### src/irq_vec_cfg.svh
// Purpose: Offsets, field positions, reset values and timing counts
// Assumes: APB byte addresses, one 32-bit word per register
// Notes: Function
`ifndef IRQ_VEC_CFG_SVH
`define IRQ_VEC_CFG_SVH
`define PRIO_HIGH_OFFSET 12'h0B7
`define PRIO_LOW_OFFSET 12'h0B8
`define INT_EN_OFFSET 12'h0A8
`define EXT_CTRL_OFFSET 12'h0C0
`define STATUS_OFFSET 12'h0C4
`define FLAGS_OFFSET 12'h0C8
// Printed offsets are word indices; the bus sees four times the index
`define PRIO_HIGH_ADDR (`PRIO_HIGH_OFFSET << 2)
`define PRIO_LOW_ADDR (`PRIO_LOW_OFFSET << 2)
`define INT_EN_ADDR (`INT_EN_OFFSET << 2)
`define EXT_CTRL_ADDR (`EXT_CTRL_OFFSET << 2)
`define STATUS_ADDR (`STATUS_OFFSET << 2)
`define FLAGS_ADDR (`FLAGS_OFFSET << 2)
`define REG_RESET 8'h00
`define SRC_COUNT 6
`define EN_GLOBAL_BIT 7
`define VEC_BASE 16'h0003
`define VEC_STEP 16'h0008
`define STATES_PER_CYCLE 6
`define EARLY_STATE 3'd1
`define LATE_STATE 3'd4
`endif

### src/irq_vec_pkg.sv
// Purpose: Types for the interrupt vectoring block
// Assumes: Six sources in fixed polling order
// Notes: Index 0 is the highest in-level order
package irq_vec_pkg;
  typedef enum logic [1:0] {
    st_idle = 2'b00,
    st_call1 = 2'b01,
    st_call2 = 2'b10
  } call_state_t;
  typedef struct packed {
    logic retire_last;
    logic is_return_from_interrupt_instr;
    logic is_ret;
    logic wr_enable;
  } instr_info_t;
  typedef struct packed {
    logic valid;
    logic [15:0] pc;
    logic [15:0] vector;
  } call_req_t;
endpackage

### src/irq_vectoring.sv
// Purpose: Four-level interrupt arbitration and vectoring
// Assumes: Machine cycle of six states derived from pclk
// Notes: Writes to the enable/priority map come from APB
//
// Design decision made here: the APB interface to the registers.
`timescale 1ns/1ps
`default_nettype none
`include "irq_vec_cfg.svh"
module irq_vectoring
  import irq_vec_pkg::*;
(
  input wire logic pclk,
  input wire logic presetn,
  input wire logic psel,
  input wire logic penable,
  input wire logic pwrite,
  input wire logic [11:0] paddr,
  input wire logic [31:0] pwdata,
  output logic [31:0] prdata,
  output logic pready,
  output logic pslverr,
  input wire logic ext_irq0_pin,
  input wire logic ext_irq1_pin,
  input wire logic timer0_ovf,
  input wire logic timer1_ovf,
  input wire logic timer2_ovf,
  input wire logic timer2_ext,
  input wire logic rx_done,
  input wire logic tx_done,
  input wire instr_info_t instr,
  input wire logic [15:0] cur_pc,
  output call_req_t call,
  output logic [2:0] state_ff,
  output logic cycle_tick
);
  logic [1:0] irq0_sync_ff, irq1_sync_ff;
  logic [7:0] prio_high_ff, prio_low_ff, int_en_ff, ext_ctrl_ff;
  logic [5:0] flag_ff, sample_ff;
  logic [3:0] in_prog_ff;
  logic irq0_prev_ff, irq1_prev_ff;
  call_state_t cs_ff;
  logic [2:0] src_ff;
  logic [5:0] live;
  logic [1:0] lvl [`SRC_COUNT];
  logic [1:0] top_lvl;
  logic top_any;
  logic win_any;
  logic [2:0] win_src;
  logic [1:0] win_lvl;
  logic wr_en, rd_en;
  logic [15:0] nxt_vec;

  // Machine cycle state counter; tick marks the last state
  always_ff @(posedge pclk or negedge presetn)
  begin
    if (!presetn)
      state_ff <= 3'd0;
    else if (state_ff == 3'(`STATES_PER_CYCLE - 1))
      state_ff <= 3'd0;
    else
      state_ff <= state_ff + 3'd1;
  end
  assign cycle_tick = (state_ff == 3'(`STATES_PER_CYCLE - 1));

  always_ff @(posedge pclk or negedge presetn)
  begin
    if (!presetn)
    begin
      irq0_sync_ff <= 2'b11;
      irq1_sync_ff <= 2'b11;
    end
    else
    begin
      irq0_sync_ff <= {irq0_sync_ff[0], ext_irq0_pin};
      irq1_sync_ff <= {irq1_sync_ff[0], ext_irq1_pin};
    end
  end

  // APB slave, zero wait states
  assign pready = 1'b1;
  assign wr_en = psel && penable && pwrite;
  assign rd_en = psel && !penable && !pwrite;
  assign pslverr = psel && penable &&
    !(paddr == `PRIO_HIGH_ADDR || paddr == `PRIO_LOW_ADDR ||
      paddr == `INT_EN_ADDR || paddr == `EXT_CTRL_ADDR ||
      paddr == `STATUS_ADDR || paddr == `FLAGS_ADDR);

  always_ff @(posedge pclk or negedge presetn)
  begin
    if (!presetn)
    begin
      prio_high_ff <= `REG_RESET;
      prio_low_ff <= `REG_RESET;
      int_en_ff <= `REG_RESET;
      ext_ctrl_ff <= `REG_RESET;
    end
    else if (wr_en)
    begin
      if (paddr == `PRIO_HIGH_ADDR)
        prio_high_ff <= {2'b00, pwdata[5:0]};
      else if (paddr == `PRIO_LOW_ADDR)
        prio_low_ff <= {2'b00, pwdata[5:0]};
      else if (paddr == `INT_EN_ADDR)
        int_en_ff <= {pwdata[7], 1'b0, pwdata[5:0]};
      else if (paddr == `EXT_CTRL_ADDR)
        ext_ctrl_ff <= {6'h00, pwdata[1:0]};
    end
  end

  always_ff @(posedge pclk or negedge presetn)
  begin
    if (!presetn)
      prdata <= 32'h0000_0000;
    else if (rd_en)
    begin
      if (paddr == `PRIO_HIGH_ADDR)
        prdata <= {24'h000000, prio_high_ff};
      else if (paddr == `PRIO_LOW_ADDR)
        prdata <= {24'h000000, prio_low_ff};
      else if (paddr == `INT_EN_ADDR)
        prdata <= {24'h000000, int_en_ff};
      else if (paddr == `EXT_CTRL_ADDR)
        prdata <= {24'h000000, ext_ctrl_ff};
      else if (paddr == `STATUS_ADDR)
        prdata <= {22'h0, cs_ff, in_prog_ff, 1'b0, src_ff};
      else if (paddr == `FLAGS_ADDR)
        prdata <= {26'h0, flag_ff};
      else
        prdata <= 32'h0000_0000;
    end
  end

  // Request flags, index order ext0,t0,ext1,t1,serial,t2
  always_ff @(posedge pclk or negedge presetn)
  begin
    if (!presetn)
    begin
      flag_ff <= 6'h00;
      irq0_prev_ff <= 1'b1;
      irq1_prev_ff <= 1'b1;
    end
    else
    begin
      if (state_ff == `LATE_STATE)
      begin
        irq0_prev_ff <= irq0_sync_ff[1];
        irq1_prev_ff <= irq1_sync_ff[1];
        // Level mode follows the inverted pin; edge mode sets on fall
        flag_ff[0] <= ext_ctrl_ff[0] ? (flag_ff[0] ||
          (irq0_prev_ff && !irq0_sync_ff[1])) : !irq0_sync_ff[1];
        flag_ff[2] <= ext_ctrl_ff[1] ? (flag_ff[2] ||
          (irq1_prev_ff && !irq1_sync_ff[1])) : !irq1_sync_ff[1];
        flag_ff[1] <= flag_ff[1] || timer0_ovf;
        flag_ff[3] <= flag_ff[3] || timer1_ovf;
        flag_ff[4] <= rx_done || tx_done;
        flag_ff[5] <= timer2_ext || timer2_ovf;
      end
      else if (state_ff == `EARLY_STATE && timer2_ovf)
        flag_ff[5] <= 1'b1;
      // Hardware clear on vectoring; a set at the late phase is cleared again in the last state
      if (cs_ff == st_call1 && state_ff != `LATE_STATE)
      begin
        if (src_ff == 3'd1)
          flag_ff[1] <= 1'b0;
        if (src_ff == 3'd3)
          flag_ff[3] <= 1'b0;
        if (src_ff == 3'd0 && ext_ctrl_ff[0])
          flag_ff[0] <= 1'b0;
        if (src_ff == 3'd2 && ext_ctrl_ff[1])
          flag_ff[2] <= 1'b0;
      end
    end
  end

  // Snapshot at the sample point; timer 2 overflow joins early
  always_ff @(posedge pclk or negedge presetn)
  begin
    if (!presetn)
      sample_ff <= 6'h00;
    else if (state_ff == `LATE_STATE)
      sample_ff <= flag_ff;
    else if (state_ff == `EARLY_STATE && timer2_ovf)
      sample_ff[5] <= 1'b1;
  end

  assign live = sample_ff & int_en_ff[5:0] &
    {6{int_en_ff[`EN_GLOBAL_BIT]}};

  always_comb
  begin
    top_any = |in_prog_ff;
    top_lvl = 2'd0;
    for (int i = 0; i < 4; i++)
      if (in_prog_ff[i])
        top_lvl = 2'(i);
  end

  // Scan from lowest order upward so the first source wins a tie
  always_comb
  begin
    win_any = 1'b0;
    win_src = 3'd0;
    win_lvl = 2'd0;
    for (int i = `SRC_COUNT - 1; i >= 0; i--)
    begin
      lvl[i] = {prio_high_ff[i], prio_low_ff[i]};
      if (live[i] && (!win_any || lvl[i] >= win_lvl))
      begin
        win_any = 1'b1;
        win_src = 3'(i);
        win_lvl = lvl[i];
      end
    end
  end

  assign nxt_vec = `VEC_BASE + {10'h000, win_src, 3'b000};

  // Call sequencer: poll at cycle end, then two call cycles
  always_ff @(posedge pclk or negedge presetn)
  begin
    if (!presetn)
    begin
      cs_ff <= st_idle;
      src_ff <= 3'd0;
      in_prog_ff <= 4'h0;
      call <= '0;
    end
    else
    begin
      call.valid <= 1'b0;
      if (cycle_tick)
        case (cs_ff)
          st_idle:
          begin
            if (win_any && instr.retire_last
                && !(top_any && win_lvl <= top_lvl)
                // Blocking the deferring instruction's own poll is enough
                && !instr.is_return_from_interrupt_instr
                && !instr.wr_enable)
            begin
              cs_ff <= st_call1;
              src_ff <= win_src;
              call.valid <= 1'b1;
              call.pc <= cur_pc;
              call.vector <= nxt_vec;
              in_prog_ff[win_lvl] <= 1'b1;
            end
            else if (instr.retire_last && instr.is_return_from_interrupt_instr && top_any)
              in_prog_ff[top_lvl] <= 1'b0;
          end
          st_call1:
            cs_ff <= st_call2;
          st_call2:
            cs_ff <= st_idle;
          default:
            cs_ff <= st_idle;
        endcase
    end
  end
endmodule // irq_vectoring
`default_nettype wire

### config.mk
export PLATFORM = sky130hd
export DESIGN_NAME = irq_vectoring
export DESIGN_NICKNAME = d
export VERILOG_FILES = /design/src/irq_vec_pkg.sv /design/src/irq_vectoring.sv
export VERILOG_INCLUDE_DIRS = /design/src
export SDC_FILE = /design/constraint.sdc
export NUM_CORES = 1
export LEC_CHECK = 0
export BUFFER_PORTS_ARGS = -buffer_cell sky130_fd_sc_hd__buf_2
export CORE_ASPECT_RATIO = 0.5
export CORE_UTILIZATION = 35
export DETAILED_ROUTE_END_ITERATION = 7
export MAX_ROUTING_LAYER = met4
export PLACE_DENSITY_LB_ADDON = 0.3
export SKIP_LAST_GASP = 1
export SYNTH_ARGS = -nofsm -noshare
export SYNTH_HDL_FRONTEND = slang
export SYNTH_SLANG_ARGS = --single-unit
export TNS_END_PERCENT = 20
### constraint.sdc
create_clock -name pclk -period 20.6 [get_ports pclk]
set_input_delay 3.09 -clock pclk [delete_from_list [all_inputs] [get_ports pclk]]
set_output_delay 3.09 -clock pclk [all_outputs]
set_load 0.005 [all_outputs]
### Yosys cells after proc, flatten, opt, wreduce, memory -nomap -nowiden

Cells that the tools add are included.

* flip-flop bits (word level): 116
* output and inout bits: 71
* logic and storage cells: 172

* add/sub/neg operators: 2
* $lt $le $gt $ge: 10
* equal/unequal tests: 15
* muxes and demuxes: 50
* bitwise logic cells: 8
* reductions and logical operators: 66

Operators with widths (count)
* two-way mux 33 bit: 3
* equality test 12 x 10 -> 1 bit, second input constant: 6
* two-way mux 10 bit: 5
* logical AND 1 bit: 25
* two-way mux 3 bit: 7
* two-way mux 1 bit: 18
* two-way mux 2 bit: 9
* logical OR 1 bit: 16
* two-way mux 4 bit: 4
* zero test 1 bit: 13
* AND 6 bit: 2
* >= comparator 2 bit: 5
* AND reduction 3 bit: 3
* adder 2 x 6 -> 7 bit, first input constant: 1
* equality test 3 x 1 -> 1 bit, second input constant: 2
* equality test 3 x 2 -> 1 bit, second input constant: 2
* equality test 3 bit, second input constant: 2
* < comparator 2 x 3 -> 1 bit, second input constant: 2
* two-way mux 6 bit: 1
* AND reduction 5 bit: 1
* AND 4 bit: 1
* demux 1 bit (select 2 bit): 2
* >= comparator 2 x 1 -> 1 bit, second input constant: 2
* NOT 4 bit: 1
* 14 further kinds: 18

### Logic depth before layout (Yosys ltp)

Gate-level depths: netlist (run 1).

* depth after elaboration: 32
* gate-level depth with buffers: 39

### Least setup slack after synthesis (run 1)

No wires, ideal clock.

* path kind: reg2reg
* start: reg sample_ff[5]
* end: reg call[19] (netlist bit)
* data arrival time: 7.781 ns
* data required time: 20.475 ns
* setup slack: 12.694 ns
* stages on the path, launching flop included: 37
* path buffers: 2
* period minus slack after synthesis: 7.906 ns
* path through: dfrtp_1 -> buf_4 -> nand2_1 -> nor3_1 -> ha_1 -> nand2b_1 -> a211oi_1 -> or2_2 -> a21oi_1 -> ha_1 -> nand2b_1 -> a211oi_1 -> o221a_2 -> nor2_1 -> ha_1 -> nand2b_1 -> a211oi_1 -> o221ai_1 -> o21ai_0 -> ha_1 -> nand2b_1 -> a221oi_1 -> or2_2 -> mux2_2 -> ha_1 -> nand2b_1 -> a21oi_1 -> a21oi_1 -> a311o_1 -> and2_4 -> ha_1 -> nor2b_1 -> o21ai_0 -> nand2_1 -> o2111a_1 -> buf_2 -> mux2_2

* cells in the longest elaborated chain, start to end: 30

Ends and longest elaborated chain
* from (decl): line irq_vectoring.sv:38 `logic [5:0] flag_ff, sample_ff;`
* from (signal assigned): line irq_vectoring.sv:181 `sample_ff <= flag_ff;`
* AND 6 bit (*) (2 in series): line irq_vectoring.sv:186 `assign live = sample_ff & int_en_ff[5:0] &`
* two-way mux 2 bit or two-way mux 1 bit (tied branches): line irq_vectoring.sv:207 `if (live[i] && (!win_any || lvl[i] >= win_lvl))`
* >= comparator 2 bit or zero test 1 bit (tied branches): line irq_vectoring.sv:207
* logical OR 1 bit: line irq_vectoring.sv:207
* logical AND 1 bit: line irq_vectoring.sv:207
* two-way mux 2 bit or two-way mux 1 bit (tied branches): line irq_vectoring.sv:207
* >= comparator 2 bit or zero test 1 bit (tied branches): line irq_vectoring.sv:207
* logical OR 1 bit: line irq_vectoring.sv:207
* [... 13 more ...]
* two-way mux 2 bit: line irq_vectoring.sv:207
* <= comparator 2 bit: line irq_vectoring.sv:236 `&& !(top_any && win_lvl <= top_lvl)`
* logical AND 1 bit: line irq_vectoring.sv:236
* zero test 1 bit: line irq_vectoring.sv:236
* logical AND 1 bit (*): line irq_vectoring.sv:236
* logical AND 1 bit (*): line irq_vectoring.sv:238 `&& !instr.is_return_from_interrupt_instr`
* logical AND 1 bit (*): line irq_vectoring.sv:239 `&& !instr.wr_enable)`
* AND reduction 3 bit (no source line) (*)
* to (decl): line irq_vectoring.sv:32 `output call_req_t call,`

Mark *: on every way between the ends. The rest lies on a longest branch, timed or not.
A chain may end at the register's enable or synchronous reset.

### Worst setup path in the final report (run 1)

* start: reg int_en_ff[7]
* end: reg in_prog_ff[1]

* cells in the longest elaborated chain, start to end: 30

Ends and longest elaborated chain
* from (decl): line irq_vectoring.sv:37 `logic [7:0] prio_high_ff, prio_low_ff, int_en_ff, ext_ctrl_ff;`
* from (signal assigned): line irq_vectoring.sv:94 `` int_en_ff <= `REG_RESET; ``
* from (signal assigned): line irq_vectoring.sv:104 `int_en_ff <= {pwdata[7], 1'b0, pwdata[5:0]};`
* AND 6 bit (*): line irq_vectoring.sv:186
* branches (longest 29 deep; another with >= comparator 2 bit)
* to (signal assigned): line irq_vectoring.sv:225 `in_prog_ff <= 4'h0;`
* to (signal, indexed assignment): line irq_vectoring.sv:246 `in_prog_ff[win_lvl] <= 1'b1;`
* to (signal, indexed assignment): line irq_vectoring.sv:249 `in_prog_ff[top_lvl] <= 1'b0;`
* to (decl): line irq_vectoring.sv:39 `logic [3:0] in_prog_ff;`

Every way passes the cells marked *.

==> impl_metrics.csv, run 1 <==
group,metric,value,unit
global_routing,antenna_found_initial,0,
floorplan,initial_core_util,36.4,%
sta,rsz0062_at_grt,"false",
sta,finalCriticalPeriod,9.75,ns
logic_synthesis,syn_area_per_cell,9.90,um^2
sta,fmax,103,MHz
sta,hold_violations,0,
clock_network,cts_tree,"done",
finish,n_fill_cell,1193,
global_routing,grt-busiest-layer,"met1",
logic_synthesis,postSynth.asyncResetShare,100,%
power,p_int,272,uW
clock_network,cts_resized,0,
critical_path,critPathKind,"flop to flop",
logic_synthesis,synthFlopType,"dfrtp_1",
global_routing,grt_pass1_wl,17.0,mm
placed_design,dp_hpwl,8.07,mm
critical_path,reg2reg_slack,10.85,ns
global_routing,grt_pass1_vias,3228,
placed_design,dp_slack,10.91,ns
clock_network,clockBufferDepth,2,
floorplan,core_area,11900,um^2
finish,seqCellArea,1980,um^2
logic_synthesis,yosysWarnings,0,
floorplan,num_rows,28,
finish,final_cell_mix,"buf_2 (86), dfrtp_1 (73), nand2_1 (60), conb_1 (34), mux2_2 (30)",
critical_path,worstPathMaxFanout,24,
sta,period_share,47.3,%
finish,n_antenna_cell,0,
logic_synthesis,yosysUniqueCellTypes,61,
critical_path,cp.arrival,10.00,ns
sta,setup_violations,0,
global_routing,grtUsageMet2,25.1,%
sta,timing.final.ws_setup,10.85,ns
logic_synthesis,synth_xor_area_share,0,%
sta,clock_skew,0.00773,ns
power,seq_power_share,45.4,%
critical_path,crit_buf_inv,2,
logic_synthesis,syn-cell-area,4340,um^2
finish,layout_commonest_cell,"buf_2",
logic_synthesis,synth_top_family_by_area,"simple AND/OR/NAND/NOR gates",
sta,tightest_slew,1.05,ns
clock_network,hold_buffers,0,
min_path,min_path_type,"flop to flop",
critical_path,worstPathRequired,20.84,ns
power,leakagePower,2.51,nW
logic_synthesis,synth_seq_cells,79,
logic_synthesis,synthTopCellsByArea,"dfrtp_1 (42%), mux2_2 (7.8%), buf_4 (6.2%), nand2_1 (5.2%), dfstp_2 (3.6%)",
sta,whs,0.356,ns
route,vias_per_cell,5.02,
logic_synthesis,synthSimpleGateAreaFrac,17.0,%
power,finalPower,352,uW
run_status,status,"complete, no violations",
floorplan,dieArea,12900,um^2
logic_synthesis,synth_compound_area_share,16.6,%
power,combPwrFrac,4.8,%
route,dr.pass1.iters,5,
critical_path,start_kind,"flop",
clock_network,cts_num_sinks,79,
power,swShare,22.6,%
logic_synthesis,synth_edf_count,0,
floorplan,io_pins,148,
logic_synthesis,syn_inst,439,
power,p_sw,79.7,uW
route,wl_per_cell,15.3,um
finish,fin_nets,613,
sta,relSlewSlack,29.4,%
clock_network,clock-root-buffer,"clkbuf_16",
floorplan,die_x,160,um
route,route.detailed.drc,0,
route,vias,3481,
logic_synthesis,synth_top_cell_by_area,"dfrtp_1",
critical_path,cp_top_family,"compound AO/OA/AOI/OAI gates",
finish,final_layout_size_suffix_gt1_share,29.5,%
logic_synthesis,synth-seq-area-share,45.7,%
global_routing,grt_use_total,17.8,%
logic_synthesis,synthMuxAreaShare,8.29,%
power,power.density,68.7,nW/um^2
critical_path,slowest_stage,"o2111a_1",
critical_path,critPathCaptureType,"flop",
clock_network,cts_max_level,3,
route,drt-initial-drc-count,248,
clock_network,post-cts-setup-buffers,0,
clock_network,clock_latency,0.34,ns
route,drt-total-wl,10.6,mm
logic_synthesis,synthAdderAreaFrac,3.46,%
global_routing,grt_max_degree,80,
critical_path,cpMostUsedCell,"ha_1",
sta,setup-tns-final,0,ns
logic_synthesis,post-synth-top-area-fraction,42.1,%
power,power_frac_clock,49.8,%
power,vdd_drop_max,35.8,uV
finish,syn2layout_area_growth,17.9,%
global_routing,gr-usage-met3,3.98,%
global_routing,grt_remaining_overflow,0,
global_routing,grt_use_met1,25.3,%
clock_network,clk_pin_slew,0.06,ns
job,drv_cap,0,
critical_path,critical_path.max_stage_delay,0.78,ns
placed_design,numPortBuffers,87,
route,ant_nets,0,
sta,report.final.slew_viol_count,0,
finish,multi_input_area,2100,um^2
clock_network,numCtsBuffers,9,
placed_design,gp_congestion,0.859,
floorplan,die_h,80.8,um
cells by family (layout without fill, tap and decap cells):
kind of cell / count (synthesis) / in the layout
AO/OA/AOI/OAI: 104 / 104
adder cells (fa/ha/maj): 12 / 12
buffers and inverters: 63 / 121
flip-flops: 79 / 79
multiplexers: 32 / 32
other: 2 / 34
AND/OR/NAND/NOR: 147 / 147
cell type report:
class / instances / area share [%]
multi-input combinational: 329 / 41.0
sequential: 79 / 38.7
timing repair buffer: 87 / 8.55
clock buffer: 9 / 4.40
tap: 165 / 4.03
clock inverter: 7 / 2.00
inverter: 18 / 1.32
Yosys cell counts (3+ instances only):
| master | number |
|---|---|
| a211oi_1 | 8 |
| a21o_1 | 5 |
| a21oi_1 | 16 |
| a221oi_1 | 4 |
| a22oi_1 | 9 |
| a31oi_1 | 4 |
| and2_1 | 3 |
| buf_4 | 36 |
| clkbuf_1 | 6 |
| dfrtp_1 | 73 |
| dfstp_2 | 6 |
| ha_1 | 12 |
| inv_1 | 17 |
| mux2_2 | 30 |
| nand2_1 | 60 |
| nand2b_1 | 11 |
| nand3_1 | 14 |
| nand4_1 | 6 |
| nor2_1 | 21 |
| nor2b_1 | 5 |
| nor3_1 | 4 |
| o2111ai_1 | 3 |
| o21ai_0 | 24 |
| o22ai_1 | 5 |
| o31ai_1 | 3 |
| o32ai_1 | 3 |
| or2_2 | 4 |
flip-flops by register name, summed over array words and instances, names as in the netlist:
register      count
call             18
cs_ff             2
ext_ctrl_ff       2
flag_ff           6
in_prog_ff        4
int_en_ff         7
irq0_prev_ff      1
irq0_sync_ff      2
irq1_prev_ff      1
irq1_sync_ff      2
prdata           10
prio_high_ff      6
prio_low_ff       6
sample_ff         6
src_ff            3
state_ff          3
metal layers:
metal / share of wire (%) / vias up
li1: - / 1687
met1: 52 / 1657
met2: 42 / 130
met3: 5.3 / 7
met4: 0.84 / 0
met5: 0 / -
worst paths after layout:
check | from | end | cells after the start
min | irq1_sync_ff[0] | irq1_sync_ff[1] | 0
min reg2reg | irq1_sync_ff[0] | irq1_sync_ff[1] | 0
min in group asynchronous | presetn | prdata[8] | 1
max reg2reg | int_en_ff[7] | in_prog_ff[1] | 35
max | int_en_ff[7] | in_prog_ff[1] | 35
max in group asynchronous | presetn | sample_ff[3] | 1
power groups by stage:
stage	Sequential [mW]	Combinational (mW)	Clock, mW
floorplan	0.162	0.0114	0
global placement	0.163	0.0170	0
detailed placement	0.163	0.0172	0
CTS	0.160	0.0172	0.180
global route	0.160	0.0198	0.187
finish	0.160	0.0171	0.175
stage by stage:
stage | util [%] | cells | cell area [um^2]
after floorplan | - | 471 | 4460
after global placement | 40.1 | 678 | 4790
after detailed placement | 40.1 | 678 | 4790
after CTS | 42.9 | 694 | 5120
after global routing | 42.9 | 694 | 5120
final | 42.9 | 694 | 5120
No activity file was read; power rests on OpenSTA's default activity.
==> run 2: changes to the inputs <==
Clock period 20.6 ns to 9.3 ns, I/O delays scaled along.
==> impl_metrics.csv, run 2 (same netlist as run 1, synthesis figures left out) <==
group,metric,value,unit
run_status,status,"complete, no violations",
finish,layout_commonest_cell,"buf_2",
critical_path,worstPathRequired,9.53,ns
floorplan,io_pins,148,
clock_network,clk_pin_slew,0.07,ns
floorplan,initial_core_util,36.4,%
power,power.density,143,nW/um^2
clock_network,clock-root-buffer,"clkbuf_16",
sta,rsz0062_at_grt,"false",
placed_design,numPortBuffers,87,
critical_path,critPathKind,"flop to flop",
route,route.detailed.drc,0,
sta,finalCriticalPeriod,8.31,ns
floorplan,die_x,160,um
route,drt-initial-drc-count,385,
floorplan,num_rows,28,
sta,clock_skew,0.00929,ns
route,vias,3520,
clock_network,clock_latency,0.34,ns
finish,multi_input_area,2100,um^2
sta,hold_violations,0,
clock_network,cts_resized,0,
finish,fin_cells,700,
route,ant_nets,0,
critical_path,cpMostUsedCell,"ha_1",
finish,n_fill_cell,1182,
job,drv_cap,0,
sta,report.final.slew_viol_count,0,
global_routing,grt_pass1_wl,17.0,mm
critical_path,worstPathMaxFanout,18,
critical_path,cp.arrival,8.55,ns
clock_network,clockBufferDepth,2,
critical_path,cp_top_family,"compound AO/OA/AOI/OAI gates",
placed_design,gp_congestion,0.856,
finish,regMostFlops,"call",
critical_path,slowest_stage,"dfrtp_1",
min_path,min_path_type,"flop to flop",
critical_path,critPathCaptureType,"flop",
sta,relSlewSlack,33.3,%
finish,largest_reg_flops,18,
finish,n_antenna_cell,0,
sta,fmax,120,MHz
critical_path,start_kind,"flop",
global_routing,grt_max_degree,80,
global_routing,antenna_found_initial,0,
sta,period_share,89.4,%
clock_network,numCtsBuffers,9,
floorplan,die_h,80.8,um
critical_path,critical_path.max_stage_delay,0.51,ns
sta,setup_violations,0,
route,drt-total-wl,10.8,mm
route,wl_per_cell,15.4,um
clock_network,hold_buffers,0,
finish,fin_nets,619,
sta,setup-tns-final,0,ns
placed_design,dp.cells,684,
sta,tightest_slew,1.00,ns
clock_network,cts_tree,"done",
power,leakagePower,2.52,nW
finish,top_regs,"call (18), prdata (10), int_en_ff (7)",
global_routing,grt_use_total,17.8,%
clock_network,cts_num_sinks,79,
clock_network,post-cts-setup-buffers,0,
finish,seqCellArea,1980,um^2
route,dr.pass1.iters,5,
finish,final_cell_mix,"buf_2 (86), dfrtp_1 (73), nand2_1 (60), conb_1 (34), mux2_2 (30)",
floorplan,core_area,11900,um^2
clock_network,cts_max_level,3,
floorplan,dieArea,12900,um^2
critical_path,crit_buf_inv,2,
route,vias_per_cell,5.03,
placed_design,dp_hpwl,8.21,mm
global_routing,grt_remaining_overflow,0,
finish,syn2layout_area_growth,17.9,%
finish,final_layout_size_suffix_gt1_share,30.3,%
power,vdd_drop_max,84.2,uV
global_routing,grt_pass1_vias,3138,
## run 2: cell types whose count changed in the layout (fill, tap and decap cells not counted), sizes merged
cell / previous run / this run
clkinv: 1 / 2
buf: 87 / 93
clkinvlp: 0 / 1
bufinv: 2 / 0
## run 2: metrics by stage
step / setup WS (ns) / power (mW) / hold WS [ns] / instance area, um^2 / util (%)
2_1_floorplan: 1.39 / 0.384 / 0.345 / 4460 / -
3_3_place_gp: 1.22 / 0.398 / 0.347 / 4840 / 40.5
3_5_place_dp: 1.12 / 0.399 / 0.347 / 4840 / 40.5
4_1_cts: 1.10 / 0.738 / 0.357 / 5120 / 42.9
5_1_grt: 0.342 / 0.757 / 0.363 / 5120 / 42.9
6_report: 0.986 / 0.732 / 0.357 / 5120 / 42.9
## run 2: final timing paths
path / startpoint / endpoint / slack, ns / cells after the start
setup / recovery: sample_ff[5] / call[25] / 0.99 / 36
hold / removal: irq1_sync_ff[0] / irq1_sync_ff[1] / 0.36 / 0
max in group asynchronous: presetn / state_ff[0] / 7.43 / 1
setup reg to reg: sample_ff[5] / call[25] / 0.99 / 36
hold reg to reg: irq1_sync_ff[0] / irq1_sync_ff[1] / 0.36 / 0
min in group asynchronous: presetn / prdata[8] / 1.21 / 1
## run 2: final cells by class
| cell class | instances | share of cell area (%) |
|---|---|---|
| sequential | 79 | 38.8 |
| clock inverter | 7 | 1.08 |
| inverter | 18 | 1.32 |
| clock buffer | 9 | 4.40 |
| tap | 165 | 4.03 |
| multi-input combinational | 329 | 41.0 |
| timing repair buffer | 93 | 9.43 |
## run 2: where the power goes
part,internal (mW),switching [mW],leakage [nW]
combinational,0.0142,0.0237,1.40
clock,0.185,0.155,0.139
sequential,0.350,0.00414,0.981
total,0.549,0.183,2.52
## run 2: per-layer routing
layer / routed length [um] / part of all wire [%] / global-route usage, % / up-vias
met2: 4430 / 41 / 25.2 / 151
met5: 0 / 0 / - / -
li1: - / - / - / 1699
met4: 146 / 1.4 / 5.48 / 0
met1: 5500 / 51 / 25.2 / 1657
met3: 697 / 6.5 / 4.09 / 13
==> run 3: changes to the inputs <==
Settings changed: PLACE_DENSITY_LB_ADDON 0.3 to unset, SETUP_SLACK_MARGIN set to 0.05.
==> impl_metrics.csv, run 3 (same netlist as run 1, synthesis figures left out) <==
group,metric,value,unit
job,drv_cap,0,
critical_path,worstSetupStartpoint,"sample_ff[5]",
critical_path,worstPathMaxFanout,24,
finish,final_cell_mix,"buf_2 (86), dfrtp_1 (73), nand2_1 (60), conb_1 (34), mux2_2 (30)",
clock_network,clk_pin_slew,0.06,ns
global_routing,grt_max_degree,80,
critical_path,cp.arrival,8.72,ns
floorplan,io_pins,148,
route,dr.pass1.iters,4,
power,vdd_drop_max,93.1,uV
finish,layout_commonest_cell,"buf_2",
route,vias,3502,
floorplan,initial_core_util,36.4,%
sta,clock_skew,0.00782,ns
critical_path,critPathCaptureType,"flop",
critical_path,cpMostUsedCell,"ha_1",
finish,final_layout_size_suffix_gt1_share,30.0,%
route,wl_per_cell,15.6,um
placed_design,dp_hpwl,8.20,mm
critical_path,reg2reg_depth,36,
floorplan,core_area,11900,um^2
route,route.detailed.drc,0,
placed_design,dp.cells,682,
sta,period_share,91.3,%
power,power.density,156,nW/um^2
finish,n_antenna_cell,0,
finish,top_regs,"call (18), prdata (10), int_en_ff (7)",
finish,fin_cells,698,
critical_path,critPathKind,"flop to flop",
critical_path,rr_startpoint,"sample_ff[5]",
clock_network,post-cts-setup-buffers,0,
finish,largest_reg_flops,18,
route,drt-initial-drc-count,261,
clock_network,clock-root-buffer,"clkbuf_16",
run_status,status,"complete, no violations",
min_path,min_path_type,"flop to flop",
clock_network,numCtsBuffers,9,
sta,report.final.slew_viol_count,0,
clock_network,cts_tree,"done",
global_routing,grt_pass1_vias,3193,
floorplan,dieArea,12900,um^2
sta,relSlewSlack,32.4,%
route,drt-total-wl,10.9,mm
route,vias_per_cell,5.02,
clock_network,hold_buffers,0,
critical_path,r2r_end,"call[22]",
sta,rsz0062_at_grt,"false",
sta,fmax,118,MHz
sta,setup_violations,0,
global_routing,grt_use_total,18.3,%
critical_path,worstPathRequired,9.53,ns
critical_path,reg2reg_slack,0.81,ns
clock_network,cts_resized,0,
finish,regMostFlops,"call",
critical_path,crit_path_end,"call[22]",
global_routing,grt_pass1_wl,17.4,mm
floorplan,die_h,80.8,um
finish,syn2layout_area_growth,19.5,%
route,ant_nets,0,
finish,design_area,5190,um^2
sta,finalCriticalPeriod,8.49,ns
critical_path,slowest_stage,"a211oi_1",
sta,tightest_slew,1.01,ns
clock_network,cts_num_sinks,79,
power,leakagePower,2.54,nW
placed_design,gp_congestion,0.900,
critical_path,start_kind,"flop",
placed_design,numPortBuffers,87,
placed_design,dpl-instance-area,4840,um^2
sta,setup-tns-final,0,ns
global_routing,antenna_found_initial,0,
clock_network,clockBufferDepth,2,
clock_network,clock_latency,0.34,ns
finish,fin_nets,617,
clock_network,cts_max_level,3,
sta,hold_violations,0,
floorplan,die_x,160,um
critical_path,critical_path.max_stage_delay,0.55,ns
global_routing,grt_remaining_overflow,0,
floorplan,num_rows,28,
finish,final_core_util,43.5,%
-- run 3: layout make-up --
class / instances / area, um^2
Fill cell: 1168 / 6760
Multi-Input combinational cell: 329 / 2100
Sequential cell: 79 / 1980
Timing Repair Buffer: 91 / 480
Clock buffer: 10 / 239
Tap cell: 165 / 206
Clock inverter: 6 / 115
Inverter: 18 / 67.6
-- run 3: power by group --
part / leakage, nW / internal [mW] / switching (mW)
clock network: 0.170 / 0.271 / 0.145
logic: 1.39 / 0.0142 / 0.0235
registers: 0.981 / 0.350 / 0.00407
total: 2.54 / 0.636 / 0.172
-- run 3: per-stage QoR --
step           worst slack, ns  hold WS [ns]  total power [mW]
6_report                 0.808         0.356             0.808
5_1_grt                 0.0741         0.364             0.838
4_1_cts                  0.841         0.357             0.819
3_5_place_dp             0.905         0.347             0.398
3_3_place_gp             0.956         0.347             0.397
2_1_floorplan             1.39         0.345             0.384
-- run 3: worst min-delay path by stage --
stage / from / cells past startpoint / endpoint
floorplan: irq0_sync_ff[0] / 0 / irq0_sync_ff[1]
global placement: irq0_sync_ff[0] / 0 / irq0_sync_ff[1]
detailed placement: irq0_sync_ff[0] / 0 / irq0_sync_ff[1]
CTS: irq0_sync_ff[0] / 0 / irq0_sync_ff[1]
global route: irq1_sync_ff[0] / 0 / irq1_sync_ff[1]
finish: irq0_sync_ff[0] / 0 / irq0_sync_ff[1]
-- run 3: critical path: cells and delay by family (launching register included) --
kind            cells  cell delay [ns]
mux                 2             0.68
compound gates     13             3.42
simple gates       13             1.79
flops               1             0.51
buf+inv             2             0.36
fa+ha+maj           6             1.61
-- run 3: metal layers --
metal	GRT usage (%)	vias to the layer above	part of all wire [%]
met3	3.73	13	6.7
met5	-	-	0
met4	5.29	0	1.2
met2	25.8	133	41
li1	-	1699	-
met1	26.2	1657	51
